<file path="src/rtl/dmag_pkg.sv">
`default_nettype none
package dmag_pkg;
  localparam int ADDR_W = 12;
  localparam int FILE_W = 8;
  localparam int BANK_W = 4;
  localparam int LIT_W = 20;
  localparam int WORD_W = 16;
  localparam int NUM_PTR = 3;
  localparam int CLS_LSB = 12;
  localparam int D_POS = 9;
  localparam int A_POS = 8;
  localparam int INDEX_PTR = 2;
  // ****************************************
  // instruction classes (word[15:12])
  // ****************************************
  localparam logic [3:0] CLS_INHERENT = 4'h0;
  localparam logic [3:0] CLS_LITERAL = 4'h1;
  localparam logic [3:0] CLS_BRANCH = 4'h2;
  localparam logic [3:0] CLS_BYTE_D = 4'h3;
  localparam logic [3:0] CLS_BIT = 4'h4;
  localparam logic [3:0] CLS_FULL_MOVE = 4'h5;
  localparam logic [3:0] CLS_BYTE_F = 4'h6;
  localparam logic [3:0] CLS_BYTE_W = 4'h7;
  // ****************************************
  // register port map and reset values
  // ****************************************
  localparam logic [3:0] REG_BANK = 4'h0;
  localparam logic [3:0] REG_CFG = 4'h1;
  localparam logic [3:0] REG_PTR_BASE = 4'h2;
  localparam logic [3:0] REG_STATUS = 4'h8;
  localparam logic [3:0] BANK_RST = 4'h0;
  localparam logic CFG_RST = 1'b0;
  localparam logic [11:0] PTR_RST = 12'h000;
  // ****************************************
  // data memory layout
  // ****************************************
  localparam logic [7:0] SPLIT_DFLT = 8'h60;
  localparam logic [3:0] PAGE_LO = 4'h0;
  localparam logic [3:0] PAGE_HI = 4'hf;
  localparam logic [3:0] IND_PAGE = 4'hf;
  localparam logic [7:0] IND_BASE = 8'hd0;
  localparam logic [2:0] KIND_PLAIN = 3'h0;
  localparam logic [2:0] KIND_POSTINC = 3'h1;
  localparam logic [2:0] KIND_POSTDEC = 3'h2;
  localparam logic [2:0] KIND_PREINC = 3'h3;
  localparam logic [2:0] KIND_PLUSW = 3'h4;
  typedef enum logic [2:0] {
    MODE_INHERENT = 3'b000,
    MODE_LITERAL = 3'b001,
    MODE_BANKED = 3'b010,
    MODE_ACCESS = 3'b011,
    MODE_INDIRECT = 3'b100,
    MODE_INDEXED = 3'b101,
    MODE_FULL = 3'b110
  } dmag_mode_type;
  typedef struct packed {
    logic [WORD_W-1:0] word;
    logic [WORD_W-1:0] ext;
  } dmag_instr_type;
  typedef struct packed {
    logic valid;
    dmag_mode_type mode;
    logic [ADDR_W-1:0] src;
    logic [ADDR_W-1:0] dst;
    logic dest_w;
    logic wr_file;
    logic [LIT_W-1:0] lit;
  } dmag_oper_type;
endpackage : dmag_pkg
`default_nettype wire

</file>
<file path="src/rtl/dmag_addr_gen.sv">
`default_nettype none
module dmag_addr_gen #(
  parameter logic [7:0] ACCESS_SPLIT = dmag_pkg::SPLIT_DFLT
) (
  input wire logic SYS_CLK,
  input wire logic RST,
  input wire logic INSTR_VALID,
  input wire dmag_pkg::dmag_instr_type INSTR,
  input wire logic [7:0] WREG,
  input wire logic [3:0] BUS_ADDR,
  input wire logic [7:0] BUS_WDATA,
  input wire logic BUS_WE,
  input wire logic BUS_RE,
  output logic [7:0] BUS_RDATA,
  output dmag_pkg::dmag_oper_type OPER
);
  localparam int AW = dmag_pkg::ADDR_W;

  // ****************************************
  // software-visible state
  // ****************************************
  logic [dmag_pkg::BANK_W-1:0] bank;
  logic ext_en;
  logic [AW-1:0] ptr [dmag_pkg::NUM_PTR];
  logic [AW-1:0] next_ptr [dmag_pkg::NUM_PTR];
  dmag_pkg::dmag_oper_type dec;
  dmag_pkg::dmag_oper_type next_oper;

  wire wr_bank = BUS_WE && (BUS_ADDR == dmag_pkg::REG_BANK);
  wire wr_cfg = BUS_WE && (BUS_ADDR == dmag_pkg::REG_CFG);

  always_ff @(posedge SYS_CLK or posedge RST)
  begin
    if (RST)
    begin
      bank <= dmag_pkg::BANK_RST;
      ext_en <= dmag_pkg::CFG_RST;
    end
    else
    begin
      if (wr_bank)
        bank <= BUS_WDATA[dmag_pkg::BANK_W-1:0];
      if (wr_cfg)
        ext_en <= BUS_WDATA[0];
    end
  end

  // ****************************************
  // field extraction
  // ****************************************
  wire [3:0] cls = INSTR.word[dmag_pkg::CLS_LSB +: 4];
  wire [7:0] fadr = INSTR.word[7:0];
  wire acc_bit = INSTR.word[dmag_pkg::A_POS];
  wire dst_bit = INSTR.word[dmag_pkg::D_POS];
  wire [AW-1:0] fadr_w = {4'h0, fadr};
  wire uses_file = (cls == dmag_pkg::CLS_BYTE_D) || (cls == dmag_pkg::CLS_BIT)
                   || (cls == dmag_pkg::CLS_BYTE_F) || (cls == dmag_pkg::CLS_BYTE_W);

  // ****************************************
  // direct and indexed address forming
  // ****************************************
  // split point below which the access region is low RAM
  wire in_low = fadr < ACCESS_SPLIT;
  wire [AW-1:0] access_addr = in_low ? {dmag_pkg::PAGE_LO, fadr} : {dmag_pkg::PAGE_HI, fadr};
  // bank select forms the upper nibble
  wire [AW-1:0] banked_addr = {bank, fadr};
  // offset mode only while the extended set is on
  wire indexed = uses_file && ext_en && !acc_bit && in_low;
  wire [AW-1:0] indexed_addr = ptr[dmag_pkg::INDEX_PTR] + fadr_w;
  wire [AW-1:0] direct_addr = indexed ? indexed_addr : (acc_bit ? banked_addr : access_addr);

  // ****************************************
  // indirect operand decode
  // ****************************************
  // operands sit in groups of eight on the high page, one group per pointer
  wire [7:0] ind_off = direct_addr[7:0] - dmag_pkg::IND_BASE;
  wire [1:0] ind_sel = ind_off[4:3];
  wire [2:0] ind_kind = ind_off[2:0];
  // operand address hits an indirect register
  wire ind_hit = uses_file && !indexed
                 && (direct_addr[AW-1:8] == dmag_pkg::IND_PAGE)
                 && (ind_off[7:5] == 3'h0)
                 && (int'(ind_sel) < dmag_pkg::NUM_PTR)
                 && (ind_kind <= dmag_pkg::KIND_PLUSW);
  wire [AW-1:0] ind_ptr = ptr[ind_sel];
  wire [AW-1:0] ind_inc = ind_ptr + 12'h001;
  wire [AW-1:0] ind_dec = ind_ptr - 12'h001;
  // offset by the working register, sign extended
  wire [AW-1:0] ind_plusw = ind_ptr + {{4{WREG[7]}}, WREG};
  wire [AW-1:0] ind_addr = (ind_kind == dmag_pkg::KIND_PREINC) ? ind_inc
                         : (ind_kind == dmag_pkg::KIND_PLUSW) ? ind_plusw
                         : ind_ptr;
  wire [AW-1:0] file_addr = ind_hit ? ind_addr : direct_addr;
  // a file operand takes one of its possible modes
  wire dmag_pkg::dmag_mode_type file_mode = ind_hit ? dmag_pkg::MODE_INDIRECT
                                          : indexed ? dmag_pkg::MODE_INDEXED
                                          : acc_bit ? dmag_pkg::MODE_BANKED
                                          : dmag_pkg::MODE_ACCESS;

  // ****************************************
  // pointer update
  // ****************************************
  // pointer side effect of an indirect access
  wire upd_en = INSTR_VALID && ind_hit
                && ((ind_kind == dmag_pkg::KIND_POSTINC)
                || (ind_kind == dmag_pkg::KIND_POSTDEC)
                || (ind_kind == dmag_pkg::KIND_PREINC));
  wire [AW-1:0] upd_val = (ind_kind == dmag_pkg::KIND_POSTDEC) ? ind_dec : ind_inc;

  genvar gi;
  generate
    for (gi = 0; gi < dmag_pkg::NUM_PTR; gi++)
    begin : g_ptr
      localparam logic [3:0] LO_IDX = 4'(dmag_pkg::REG_PTR_BASE + 2 * gi);
      localparam logic [3:0] HI_IDX = 4'(dmag_pkg::REG_PTR_BASE + 2 * gi + 1);
      wire wr_lo = BUS_WE && (BUS_ADDR == LO_IDX);
      wire wr_hi = BUS_WE && (BUS_ADDR == HI_IDX);
      wire hit = upd_en && (int'(ind_sel) == gi);
      // a software write beats the auto-update in the same cycle
      assign next_ptr[gi] = wr_lo ? {ptr[gi][AW-1:8], BUS_WDATA}
                          : wr_hi ? {BUS_WDATA[3:0], ptr[gi][7:0]}
                          : hit ? upd_val
                          : ptr[gi];
      always_ff @(posedge SYS_CLK or posedge RST)
      begin
        if (RST)
          ptr[gi] <= dmag_pkg::PTR_RST;
        else
          ptr[gi] <= next_ptr[gi];
      end
    end
  endgenerate

  // ****************************************
  // instruction decode
  // ****************************************
  // data addresses are formed here; the branch class also assembles its target into the literal field
  always_comb
  begin
    dec = '0;
    dec.valid = 1'b1;
    dec.mode = dmag_pkg::MODE_INHERENT;
    unique case (cls)
      dmag_pkg::CLS_INHERENT:
      begin
        dec.mode = dmag_pkg::MODE_INHERENT;
      end
      // constant goes to the working register
      dmag_pkg::CLS_LITERAL:
      begin
        dec.mode = dmag_pkg::MODE_LITERAL;
        dec.lit = {12'h000, fadr};
        dec.dest_w = 1'b1;
      end
      dmag_pkg::CLS_BRANCH:
      begin
        dec.mode = dmag_pkg::MODE_LITERAL;
        dec.lit = {INSTR.ext[AW-1:0], fadr};
      end
      dmag_pkg::CLS_BYTE_D:
      begin
        dec.mode = file_mode;
        dec.src = file_addr;
        dec.dest_w = !dst_bit;
        dec.wr_file = dst_bit;
        dec.dst = dst_bit ? file_addr : 12'h000;
      end
      // implied destination is the file register
      dmag_pkg::CLS_BIT, dmag_pkg::CLS_BYTE_F:
      begin
        dec.mode = file_mode;
        dec.src = file_addr;
        dec.dst = file_addr;
        dec.wr_file = 1'b1;
      end
      // implied destination is the working register
      dmag_pkg::CLS_BYTE_W:
      begin
        dec.mode = file_mode;
        dec.src = file_addr;
        dec.dest_w = 1'b1;
      end
      dmag_pkg::CLS_FULL_MOVE:
      begin
        dec.mode = dmag_pkg::MODE_FULL;
        dec.src = INSTR.word[AW-1:0];
        dec.dst = INSTR.ext[AW-1:0];
        dec.wr_file = 1'b1;
      end
      // unused class codes behave as inherent
      default:
      begin
        dec.mode = dmag_pkg::MODE_INHERENT;
      end
    endcase
  end

  // fields hold while idle so status readback shows the last operand
  always_comb
  begin
    next_oper = INSTR_VALID ? dec : OPER;
    next_oper.valid = INSTR_VALID;
  end

  always_ff @(posedge SYS_CLK or posedge RST)
  begin
    if (RST)
      OPER <= '0;
    else
      OPER <= next_oper;
  end

  // ****************************************
  // register read port
  // ****************************************
  wire [3:0] ptr_off = BUS_ADDR - dmag_pkg::REG_PTR_BASE;
  wire rd_is_ptr = (BUS_ADDR >= dmag_pkg::REG_PTR_BASE) && (int'(ptr_off[3:1]) < dmag_pkg::NUM_PTR);
  wire [AW-1:0] rd_ptr = ptr[ptr_off[2:1]];
  wire [7:0] rd_ptr_byte = ptr_off[0] ? {4'h0, rd_ptr[AW-1:8]} : rd_ptr[7:0];
  wire [7:0] rd_status = {3'h0, OPER.wr_file, OPER.dest_w, OPER.mode};
  wire [7:0] rd_val = (BUS_ADDR == dmag_pkg::REG_BANK) ? {4'h0, bank}
                    : (BUS_ADDR == dmag_pkg::REG_CFG) ? {7'h00, ext_en}
                    : (BUS_ADDR == dmag_pkg::REG_STATUS) ? rd_status
                    : rd_is_ptr ? rd_ptr_byte
                    : 8'h00;

  always_ff @(posedge SYS_CLK or posedge RST)
  begin
    if (RST)
      BUS_RDATA <= 8'h00;
    else
      BUS_RDATA <= BUS_RE ? rd_val : 8'h00;
  end
endmodule : dmag_addr_gen
`default_nettype wire

</file>
<file path="config.mk">
export PLATFORM = sky130hd
export DESIGN_NAME = dmag_addr_gen
export DESIGN_NICKNAME = d
export VERILOG_FILES = /design/src/rtl/dmag_pkg.sv /design/src/rtl/dmag_addr_gen.sv
export SDC_FILE = /design/constraint.sdc
export NUM_CORES = 1
export LEC_CHECK = 0
export BUFFER_PORTS_ARGS = -buffer_cell sky130_fd_sc_hd__buf_2
export CAP_MARGIN = 20
export CELL_PAD_IN_SITES_DETAIL_PLACEMENT = 0
export CELL_PAD_IN_SITES_GLOBAL_PLACEMENT = 1
export CORE_MARGIN = 2
export CORE_UTILIZATION = 30
export CTS_BUF_LIST = sky130_fd_sc_hd__clkbuf_2 sky130_fd_sc_hd__clkbuf_4 sky130_fd_sc_hd__clkbuf_8
export CTS_CLUSTER_SIZE = 16
export DETAILED_ROUTE_END_ITERATION = 12
export PLACE_DENSITY = 0.67
export SYNTH_ARGS = -nofsm -noshare
export SYNTH_HDL_FRONTEND = slang
export SYNTH_SLANG_ARGS = --single-unit
</file>
<file path="constraint.sdc">
create_clock -name SYS_CLK -period 6.6 [get_ports SYS_CLK]
set_clock_uncertainty 0.1 [all_clocks]
set_input_delay 0.66 -clock SYS_CLK [delete_from_list [all_inputs] [get_ports SYS_CLK]]
set_output_delay 0.66 -clock SYS_CLK [all_outputs]
set_load 0.03 [all_outputs]
</file>
Yosys cells after proc, flatten, opt, wreduce, memory -nomap -nowiden
Cells that the tools add are included.

Flip-flop bits (word level): 99. Input port bits: 57. Word-level logic and storage cells: 147.

$add $sub $neg: 6. Magnitude comparators: 7. Equality and inequality tests: 25. Mux-type cells: 38. Bitwise operators: 5. Reduce and logical (&&, ||, !) cells: 50.

Operators by type and width (number): 2-to-1 mux 12 bit (18); 2-to-1 mux 8 bit (9); binary-select mux 12 bit (select 2 bit) (2); case mux 20 bit (2 select lines) (1); case mux 12 bit (3 select lines) (1); == test 4 x 3 -> 1 bit, second input constant (8); case mux 12 bit (2 select lines) (1); logical AND 1 bit (22); == test 4 x 2 -> 1 bit, second input constant (4); adder 12 x 1 -> 12 bit, second input constant (1); adder 12 bit (1); adder 12 x 8 -> 12 bit (1); AND reduction 2 bit (6); nonzero test 2 bit (6); subtractor 12 x 1 -> 12 bit, second input constant (1); case mux 3 bit (3 select lines) (1); == test 4 x 1 -> 1 bit, second input constant (2); == test 4 bit, second input constant (2); less-than comparator 8 x 7 -> 1 bit, second input constant (1); subtractor 8 bit, second input constant (1); == test 3 x 2 -> 1 bit, second input constant (2); >= comparator 3 bit, second input constant (2); 2-to-1 mux 3 bit (2); inequality test 2 bit, second input constant (3); 20 further kinds (33).

Depth between registers and ports, before layout
Gate-level depths: netlist (run 1).

Word-level depth: 19. Mapped depth: 25. Gate-level depth less buffers: 23.

Least setup slack after synthesis (run 1)
OpenSTA, ideal clock, no wires.

Path kind: input to register. From: in INSTR[16] in the netlist's numbering. To: reg OPER[33] in the netlist's numbering. Arrival: 5.230 ns. Setup slack: 1.144 ns. Cell stages on the path: 25. Buffers on the path: 2. Cells stage by stage: ha_1 inv_1 fa_1 nor2b_1 o22ai_1 xnor2_1 nand2_1 nand2_1 inv_2 buf_2 mux2i_1 o21ai_1 buf_2 ha_1 and3_1 a221o_1 o41ai_1 o21a_1 o21ai_0 xor2_1 nand3_1 o41ai_1 xnor2_1 a21oi_1 a221o_1.

Cells in the longest elaborated chain, start to end: 14.

RTL lines: start: declaration (RTL line dmag_addr_gen.sv:8) `input wire dmag_pkg::dmag_instr_type INSTR,`; branches (longest 11 deep; another with adder 12 x 8 -> 12 bit); 2-to-1 mux 12 bit (*) (RTL line dmag_addr_gen.sv:93) `wire [AW-1:0] file_addr = ind_hit ? ind_addr : direct_addr;`; 2-to-1 mux 12 bit (RTL line dmag_addr_gen.sv:166) `dec.dst = dst_bit ? file_addr : 12'h000;`; case mux 12 bit (3 select lines) (*) (RTL line dmag_addr_gen.sv:143) `unique case (cls)`; end signal: assignment (RTL line dmag_addr_gen.sv:210) `OPER <= next_oper;`; end: declaration (RTL line dmag_addr_gen.sv:15) `output dmag_pkg::dmag_oper_type OPER`.

Mark *: on every way between the ends. The select of a mux whose other input is x is not followed. A chain may end at the register's enable or synchronous reset.

Worst setup path in the final report (run 1)
From: reg ptr[0] in the netlist's numbering. To: reg OPER[44] in the netlist's numbering.

Cells in the longest elaborated chain, start to end: 12.

RTL lines: start: declaration (RTL line dmag_addr_gen.sv:24) `logic [AW-1:0] ptr [dmag_pkg::NUM_PTR];`; start signal: indexed assignment (RTL line dmag_addr_gen.sv:127) `ptr[gi] <= dmag_pkg::PTR_RST;`; start signal: indexed assignment (RTL line dmag_addr_gen.sv:129) `ptr[gi] <= next_ptr[gi];`; adder 12 x 8 -> 12 bit (RTL line dmag_addr_gen.sv:69) `wire [AW-1:0] indexed_addr = ptr[dmag_pkg::INDEX_PTR] + fadr_w;`; 2-to-1 mux 12 bit (RTL line dmag_addr_gen.sv:70) `wire [AW-1:0] direct_addr = indexed ? indexed_addr : (acc_bit ? banked_addr : access_addr);`; subtractor 8 bit (RTL line dmag_addr_gen.sv:76) `wire [7:0] ind_off = direct_addr[7:0] - dmag_pkg::IND_BASE;`; NOT 2 -> 3 bit (not written as such) (RTL line dmag_addr_gen.sv:85) `wire [AW-1:0] ind_ptr = ptr[ind_sel];`; binary-select mux 12 bit (select 2 bit) (RTL line dmag_addr_gen.sv:85); 2-to-1 mux 12 bit (not written as such) (2 in series) (RTL line dmag_addr_gen.sv:85); adder 12 bit (RTL line dmag_addr_gen.sv:89) `wire [AW-1:0] ind_plusw = ind_ptr + {{4{WREG[7]}}, WREG};`; 2-to-1 mux 12 bit (RTL line dmag_addr_gen.sv:91) `: (ind_kind == dmag_pkg::KIND_PLUSW) ? ind_plusw`; 2-to-1 mux 12 bit (RTL line dmag_addr_gen.sv:90) `wire [AW-1:0] ind_addr = (ind_kind == dmag_pkg::KIND_PREINC) ? ind_inc`; 2-to-1 mux 12 bit (*) (RTL line dmag_addr_gen.sv:93); case mux 12 bit (2 select lines) (*) (RTL line dmag_addr_gen.sv:143).

Mark *: on every way between the ends. The rest lies on a longest branch, timed or not. The select of a mux whose other input is x is not followed.

==> results of run 1 <==
## power groups by stage
stage               combinational (W)  clock [W]  sequential, W
finish                       0.000655   0.000445       0.000774
CTS                          0.000656   0.000459       0.000773
global route                 0.000725   0.000484       0.000781
global placement             0.000650          0       0.000785
detailed placement           0.000652          0       0.000785
floorplan                    0.000428          0       0.000779
## kinds of logic (layout without fill, tap and decap cells)
group	count (synthesis)	in the layout
AO/OA/AOI/OAI	252	252
XOR/XNOR	35	35
adder cells (fa/ha/maj)	25	25
buffers and inverters	91	194
flip-flops	99	99
multiplexers	42	42
AND/OR/NAND/NOR	315	315
## final timing paths
check | start | end | slack, ps | cells after the start
worst max register to register | ptr[0]$_DFFE_PP0P_ | OPER[44]$_DFFE_PP0P_ | 680 | 23
worst max-delay path | ptr[0]$_DFFE_PP0P_ | OPER[44]$_DFFE_PP0P_ | 680 | 23
worst min-delay path | RST | ptr[5]$_DFFE_PP0P_ | 260 | 2
worst min register to register | OPER[43]$_DFFE_PP0P_ | OPER[43]$_DFFE_PP0P_ | 420 | 1
max in group asynchronous | RST | OPER[47]$_DFFE_PP0P_ | 5030 | 3
min in group SYS_CLK | INSTR[0] | OPER[8]$_DFFE_PP0P_ | 390 | 3
## per-layer routing
layer | share of wire (%) | vias to the layer above | GRT usage [%]
met5 | 0 | - | 0
met4 | 1.1 | 0 | 4.20
met3 | 4.6 | 19 | 2.74
met2 | 46 | 176 | 33.0
met1 | 48 | 3316 | 28.8
li1 | - | 3303 | -
## metrics by stage
| stage | total power, W | hold WS [ps] | area [µm²] |
|---|---|---|---|
| 2_1_floorplan | 0.00121 | 361 | 7110 |
| 3_3_place_gp | 0.00144 | 397 | 8030 |
| 3_5_place_dp | 0.00144 | 400 | 8030 |
| 4_1_cts | 0.00189 | 262 | 8260 |
| 5_1_grt | 0.00199 | 305 | 8270 |
| 6_report | 0.00187 | 262 | 8270 |
## layout by cell type, fill, tap and decap left out, types with 22 or more instances in the layout
master,instances
nor2_1,72
dfrtp_1,99
ha_1,23
buf_2,110
inv_1,43
xnor2_1,22
o21ai_0,54
a21oi_1,51
o22ai_1,22
nand2_1,115
a22oi_1,25
buf_4,22
mux2i_1,27
## flip-flops by register name, indices dropped and copies added (netlist names)
register   cells
OPER          50
ptr           36
BUS_RDATA      8
bank           4
ext_en         1
## critical path, cell delays in order, from the launching register on
cell	delay (ps)
dfrtp_1	540
ha_1	240
inv_1	60
fa_1	400
nor2b_1	180
o22ai_1	110
xnor2_1	130
buf_4	180
a32o_2	340
nand2_1	130
nand2_1	90
ha_1	230
fa_1	400
a21o_1	200
a21oi_1	210
o21bai_1	110
a2111oi_0	770
o41ai_1	230
xor2_1	190
o22a_1	160
nor2_1	50
nor3_1	530
a22oi_1	130
a21oi_1	160
## cell type report
| class | instances | area (µm²) |
|---|---|---|
| clock buffer | 9 | 124 |
| clock inverter | 7 | 103 |
| fill | 2544 | 15100 |
| inverter | 46 | 175 |
| multi-input combinational | 669 | 4270 |
| sequential | 99 | 2480 |
| tap | 319 | 399 |
| timing repair buffer | 132 | 716 |
==> results by group, run 1 <==
Setup path
  – Worst EP required: 6830 ps
  – WS Path Type: flop to flop
  – Critical Path Sink Type: flop
  – CP arrival: 6150 ps
  – CP startpoint kind: flop
  – Crit Path Max Fanout: 14

Yosys
  – Post-synthesis async set-or-reset flop share: 100%
  – FF+latch count, synth: 99
  – Syn_nets: 941
  – Post-synthesis compound-gate area fraction: 23.2%
  – Main combinational cell family by area after synthesis: compound AO/OA/AOI/OAI gates
  – Most numerous cell in the Yosys netlist: nand2_1
  – Unique cell type count in the Yosys netlist: 70
  – Post-synthesis sequential area ratio: 34.8%
  – Synth top cells by count: 115 x nand2_1, 99 x dfrtp_1, 72 x nor2_1
  – Top cells by area, synth: dfrtp_1 35%, nand2_1 6.1%, ha_1 4.0%
  – Synthesized cell area: 7110 µm²
  – Post-synth top flop: dfrtp_1
  – Post-synth EDFFs: 0
  – Syn. warnings: 0
  – Adder-Cell Fraction of Synth Area: 4.61%
  – Mux share of post-synthesis cell area: 6.81%
  – Post-Synth Simple-Gate Area: 21.0%
  – Mapped Avg Cell Area: 8.28 µm²
  – Yosys top cell area share: 34.8%
  – XOR/XNOR Fraction of Synth Area: 4.31%
  – Cell taking the most area after synthesis: dfrtp_1
  – Post-Syn Instances: 859

Floorplanning
  – IO Count: 115
  – Die area: 25000 µm²
  – Num rows: 56
  – Width of the die: 158 µm
  – Die height: 158 µm
  – Core Region: 23400 µm²
  – Initial Utilization: 30.4%

GRT
  – Initial antenna violation count: 0
  – GRT Overall Usage: 20.3%
  – Gr ovfl total: 0
  – First-pass GRT wire length: 38.7 mm
  – Largest net degree at the start of global routing: 71
  – Vias in the first global route: 6664

Timing
  – Tightest Pin Transition: 948 ps
  – Slew Limit Fails: 0
  – Hold Fails Final Rpt: 0
  – RSZ-0062 raised after global routing: no
  – Setup tns final: 0 ps
  – Slew headroom: 36.5%
  – Fin crit period: 5920 ps
  – Setup ws final: 678 ps
  – Max Fclk: 169 MHz
  – Number of setup violations in the final report: 0
  – Final Cycle Share: 89.7%

Clock tree
  – Postcts setup bufs: 0
  – H-Tree Depth: 3
  – CTS tree: done
  – Worst skew pair latency: 400 ps
  – Post-CTS Hold Buffers: 0
  – Deepest clock path buffer count: 2
  – Sink Count: 99
  – Cell chosen for the clock root: clkbuf_8
  – CTS buffer count: 9
  – # resized after CTS: 0
  – Clock transition at path regs: 110 ps

Power
  – Psw: 0.000747 W
  – Peak VDD IR: 0.0850 mV
  – Sequential share of power: 41.3%
  – Comb pwr share: 35.0%
  – Int Pwr: 0.00113 W
  – Clock Power Share: 23.7%
  – Pwr Density: 227 nW/µm²
  – P_leak: 3.72 nW
  – Switch share: 39.9%

Flow run
  – Max-Cap Viols: 0

Route
  – Routed wire length: 24.6 mm
  – Remaining DRCs: 0
  – Post-route ant nets: 0
  – Initial DRC count: 526
  – DR vias: 6814
  – WL per Instance: 19.2 µm
  – Drt pass-1 iters: 5
  – Via/cell ratio: 5.32

Final layout
  – Post-layout util: 35.3%
  – Share of cells above drive strength 1: 18.2%
  – Area grow syn2layout: 16.2%
  – Final #Nets: 1039
  – Antenna Cells: 0
  – Post-Layout Cell Count: 1281

Place
  – Port Buffer Count: 110
  – Dpl ws: 523 ps
  – Placed wire-length estimate: 18.9 mm
  – Placer Congestion: 0.895
  – Placed Cells: 1264

Min path
  – Worst hold-check path type: primary input to asynchronous set/reset pin

Status
  – Status: finished clean
Power figures use the tool's default switching activity.
==> inputs of run 2 (changes only) <==
--- a/config.mk
+++ b/config.mk
@@ -15,5 +15,5 @@
 export CTS_CLUSTER_SIZE = 16
 export DETAILED_ROUTE_END_ITERATION = 12
-export PLACE_DENSITY = 0.67
+export PLACE_DENSITY_LB_ADDON = 0.1
 export SYNTH_ARGS = -nofsm -noshare
 export SYNTH_HDL_FRONTEND = slang
==> constraint.sdc (replaced) <==
create_clock -name SYS_CLK -period 6.6 [get_ports SYS_CLK]
set_clock_uncertainty 0.1 [all_clocks]
set_input_delay 1.32 -clock SYS_CLK [delete_from_list [all_inputs] [get_ports SYS_CLK]]
set_output_delay 1.32 -clock SYS_CLK [all_outputs]
set_load 0.03 [all_outputs]
==> run 2 against run 1 <==
Utilization increased by 0.59 points; worst hold slack improved by 150 ps; largest power group unchanged; largest cell class unchanged; first-iteration DRC count decreased by 15%; non-clock buffer count increased by 18; fmax decreased by 1.3%; worst setup slack got worse by 76 ps; critical endpoint unchanged; final cell count increased by 1.4%; critical path depth increased by 2; global-route usage increased by 1.3 points.
==> results by group, run 2 (synthesized netlist as in run 1, its figures left out) <==
Status
  – Status: finished clean

Flow run
  – Max-Cap Viols: 0 (unchanged)

Floorplanning
  – Num rows: 56 (unchanged)
  – Core Region: 23400 µm² (unchanged)
  – Die height: 158 µm (unchanged)
  – Initial Utilization: 30.4% (unchanged)
  – Die area: 25000 µm² (unchanged)
  – Width of the die: 158 µm (unchanged)
  – IO Count: 115 (unchanged)

Timing
  – RSZ-0062 raised after global routing: no
  – Slew Limit Fails: 0 (unchanged)
  – Max Fclk: 167 MHz (-1.3%)
  – Number of setup violations in the final report: 0 (unchanged)
  – Final Cycle Share: 90.9% (+1.1 points)
  – Tightest Pin Transition: 1090 ps (+146 ps)
  – Hold Fails Final Rpt: 0 (unchanged)
  – Slew headroom: 26.5% (-10 points)
  – Setup tns final: 0 ps (unchanged)
  – Min Hold Slack: 409 ps (+147 ps)
  – Fin crit period: 6000 ps (+75.7 ps)

Clock tree
  – CTS tree: done
  – Cell chosen for the clock root: clkbuf_8
  – Postcts setup bufs: 0 (unchanged)
  – Deepest clock path buffer count: 2 (unchanged)
  – Worst skew pair latency: 390 ps (about the same)
  – Sink Count: 99 (unchanged)
  – CTS buffer count: 9 (unchanged)
  – H-Tree Depth: 3 (unchanged)
  – Clock transition at path regs: 110 ps (about the same)

Route
  – Metal3 WL: 1.30 mm (+14%)
  – Routed metal-1 wirelength: 12.9 mm (+9.2%)
  – Via/cell ratio: 5.28 (-0.72%)
  – Wire length on met2: 12.0 mm (+5.9%)
  – Post-route ant nets: 0 (unchanged)
  – Drt pass-1 iters: 7 (+2)
  – Remaining DRCs: 0 (unchanged)
  – Initial DRC count: 445 (-15%)
  – DR vias: 6860 (+0.68%)
  – Routed wire length: 26.7 mm (+8.3%)
  – Uppermost layer routed: met4
  – WL per Instance: 20.5 µm (+6.8%)

Power
  – Clock Power Share: 23.2% (-0.5 points)
  – Int Pwr: 0.00114 W (+1.4%)
  – P_leak: 3.80 nW (+2.3%)
  – Switch share: 39.7% (-0.16 points)
  – Pwr Density: 226 nW/µm² (-0.47%)
  – Psw: 0.000753 W (+0.79%)
  – Sequential share of power: 40.9% (-0.4 points)
  – Peak VDD IR: 0.0839 mV (-1.3%)
  – Comb pwr share: 35.8% (+0.8 points)

Final layout
  – Commonest non-fill, non-tap cell in the layout: nand2_1
  – Final instance area: 8400 µm² (+1.7%)
  – Share of cells above drive strength 1: 19.8% (+1.6 points)
  – Most frequent cells in the layout: 115 x nand2_1, 110 x buf_2, 99 x dfrtp_1
  – Antenna Cells: 0 (unchanged)
  – Top reg by flops: OPER
  – Max reg flops: 50 (unchanged)
  – Area grow syn2layout: 18.1%
  – Final #Nets: 1057 (+1.7%)
  – Largest regs: OPER (50), ptr (36), BUS_RDATA (8)

Setup path
  – CP arrival: 6220 ps (+70 ps)
  – WS Path Type: primary input to flop
  – CP max stage cell: a2111oi_0
  – Crit Path Max Fanout: 7 (-7)
  – Critical Path Sink Type: flop
  – CP startpoint kind: primary input
  – CP max stage delay: 460 ps (-310 ps)
  – Worst EP required: 6820 ps (about the same)

Min path
  – Worst hold-check path type: flop to flop

GRT
  – Vias in the first global route: 6548 (-1.7%)
  – GRT Overall Usage: 21.6% (+1.3 points)
  – Gr ovfl total: 0 (unchanged)
  – Initial antenna violation count: 0 (unchanged)
  – Largest net degree at the start of global routing: 63 (-11%)
  – First-pass GRT wire length: 40.4 mm (+4.5%)

Place
  – Port Buffer Count: 110 (unchanged)
  – Placer Congestion: 0.854 (-4.6%)
  – DP Area: 8160 µm² (+1.6%)
  – Placed wire-length estimate: 20.7 mm (+9.4%)
## run 2: metrics by stage
step | total power (W) | setup slack [ps] | cells | utilization [%]
CTS | 0.00191 | 513 | 1297 | 35.8
finish | 0.00190 | 603 | 1299 | 35.9
global placement | 0.00147 | 154 | 1281 | 34.9
global route | 0.00201 | 230 | 1299 | 35.9
detailed placement | 0.00147 | 130 | 1281 | 34.9
floorplan | 0.00121 | 484 | 859 | -
## run 2: power by group through the flow
stage | logic [W] | registers (W) | clock network, W
floorplan | 0.000428 | 0.000779 | 0
global placement | 0.000679 | 0.000788 | 0
detailed placement | 0.000677 | 0.000788 | 0
CTS | 0.000681 | 0.000776 | 0.000458
global route | 0.000751 | 0.000783 | 0.000480
finish | 0.000679 | 0.000776 | 0.000441
## run 2: per-layer routing
metal  global-route usage (%)  vias to the layer above
li1                         -                     3344
met1                     31.3                     3328
met2                     34.2                      166
met3                     2.87                       22
met4                     4.93                        0
met5                        0                        -
## run 2: final cells by class
type	count	area (µm²)
Clock buffer	10	138
Clock inverter	6	82.6
Fill cell	2567	15000
Inverter	46	175
Multi-Input combinational cell	669	4280
Sequential cell	99	2480
Tap cell	319	399
Timing Repair Buffer	150	855
## run 2: path summary, 6_finish.rpt
path	depth (start not counted)	slack [ps]	from	to
max	25	600	INSTR[16]	OPER[44]$_DFFE_PP0P_
min	1	410	OPER[43]$_DFFE_PP0P_	OPER[43]$_DFFE_PP0P_
max reg2reg	24	1040	ptr[0]$_DFFE_PP0P_	OPER[44]$_DFFE_PP0P_
min reg2reg	1	410	OPER[43]$_DFFE_PP0P_	OPER[43]$_DFFE_PP0P_
max in group asynchronous	3	4320	RST	OPER[40]$_DFFE_PP0P_
min in group asynchronous	2	850	RST	ext_en$_DFFE_PP0P_
## run 2: critical path: cells and delay by family
kind | cells | cell delay, ps
compound gates | 10 | 1930
fa+ha+maj | 4 | 1220
simple gates | 4 | 750
buf+inv | 4 | 590
xor+xnor | 2 | 300
mux | 1 | 90
## run 2: repair_timing
action                     in CTS  in global routing
hold endpoints to repair        0                  0
hold buffers                    0                  0
setup endpoints to repair       0                  1
resized for setup               0                  1
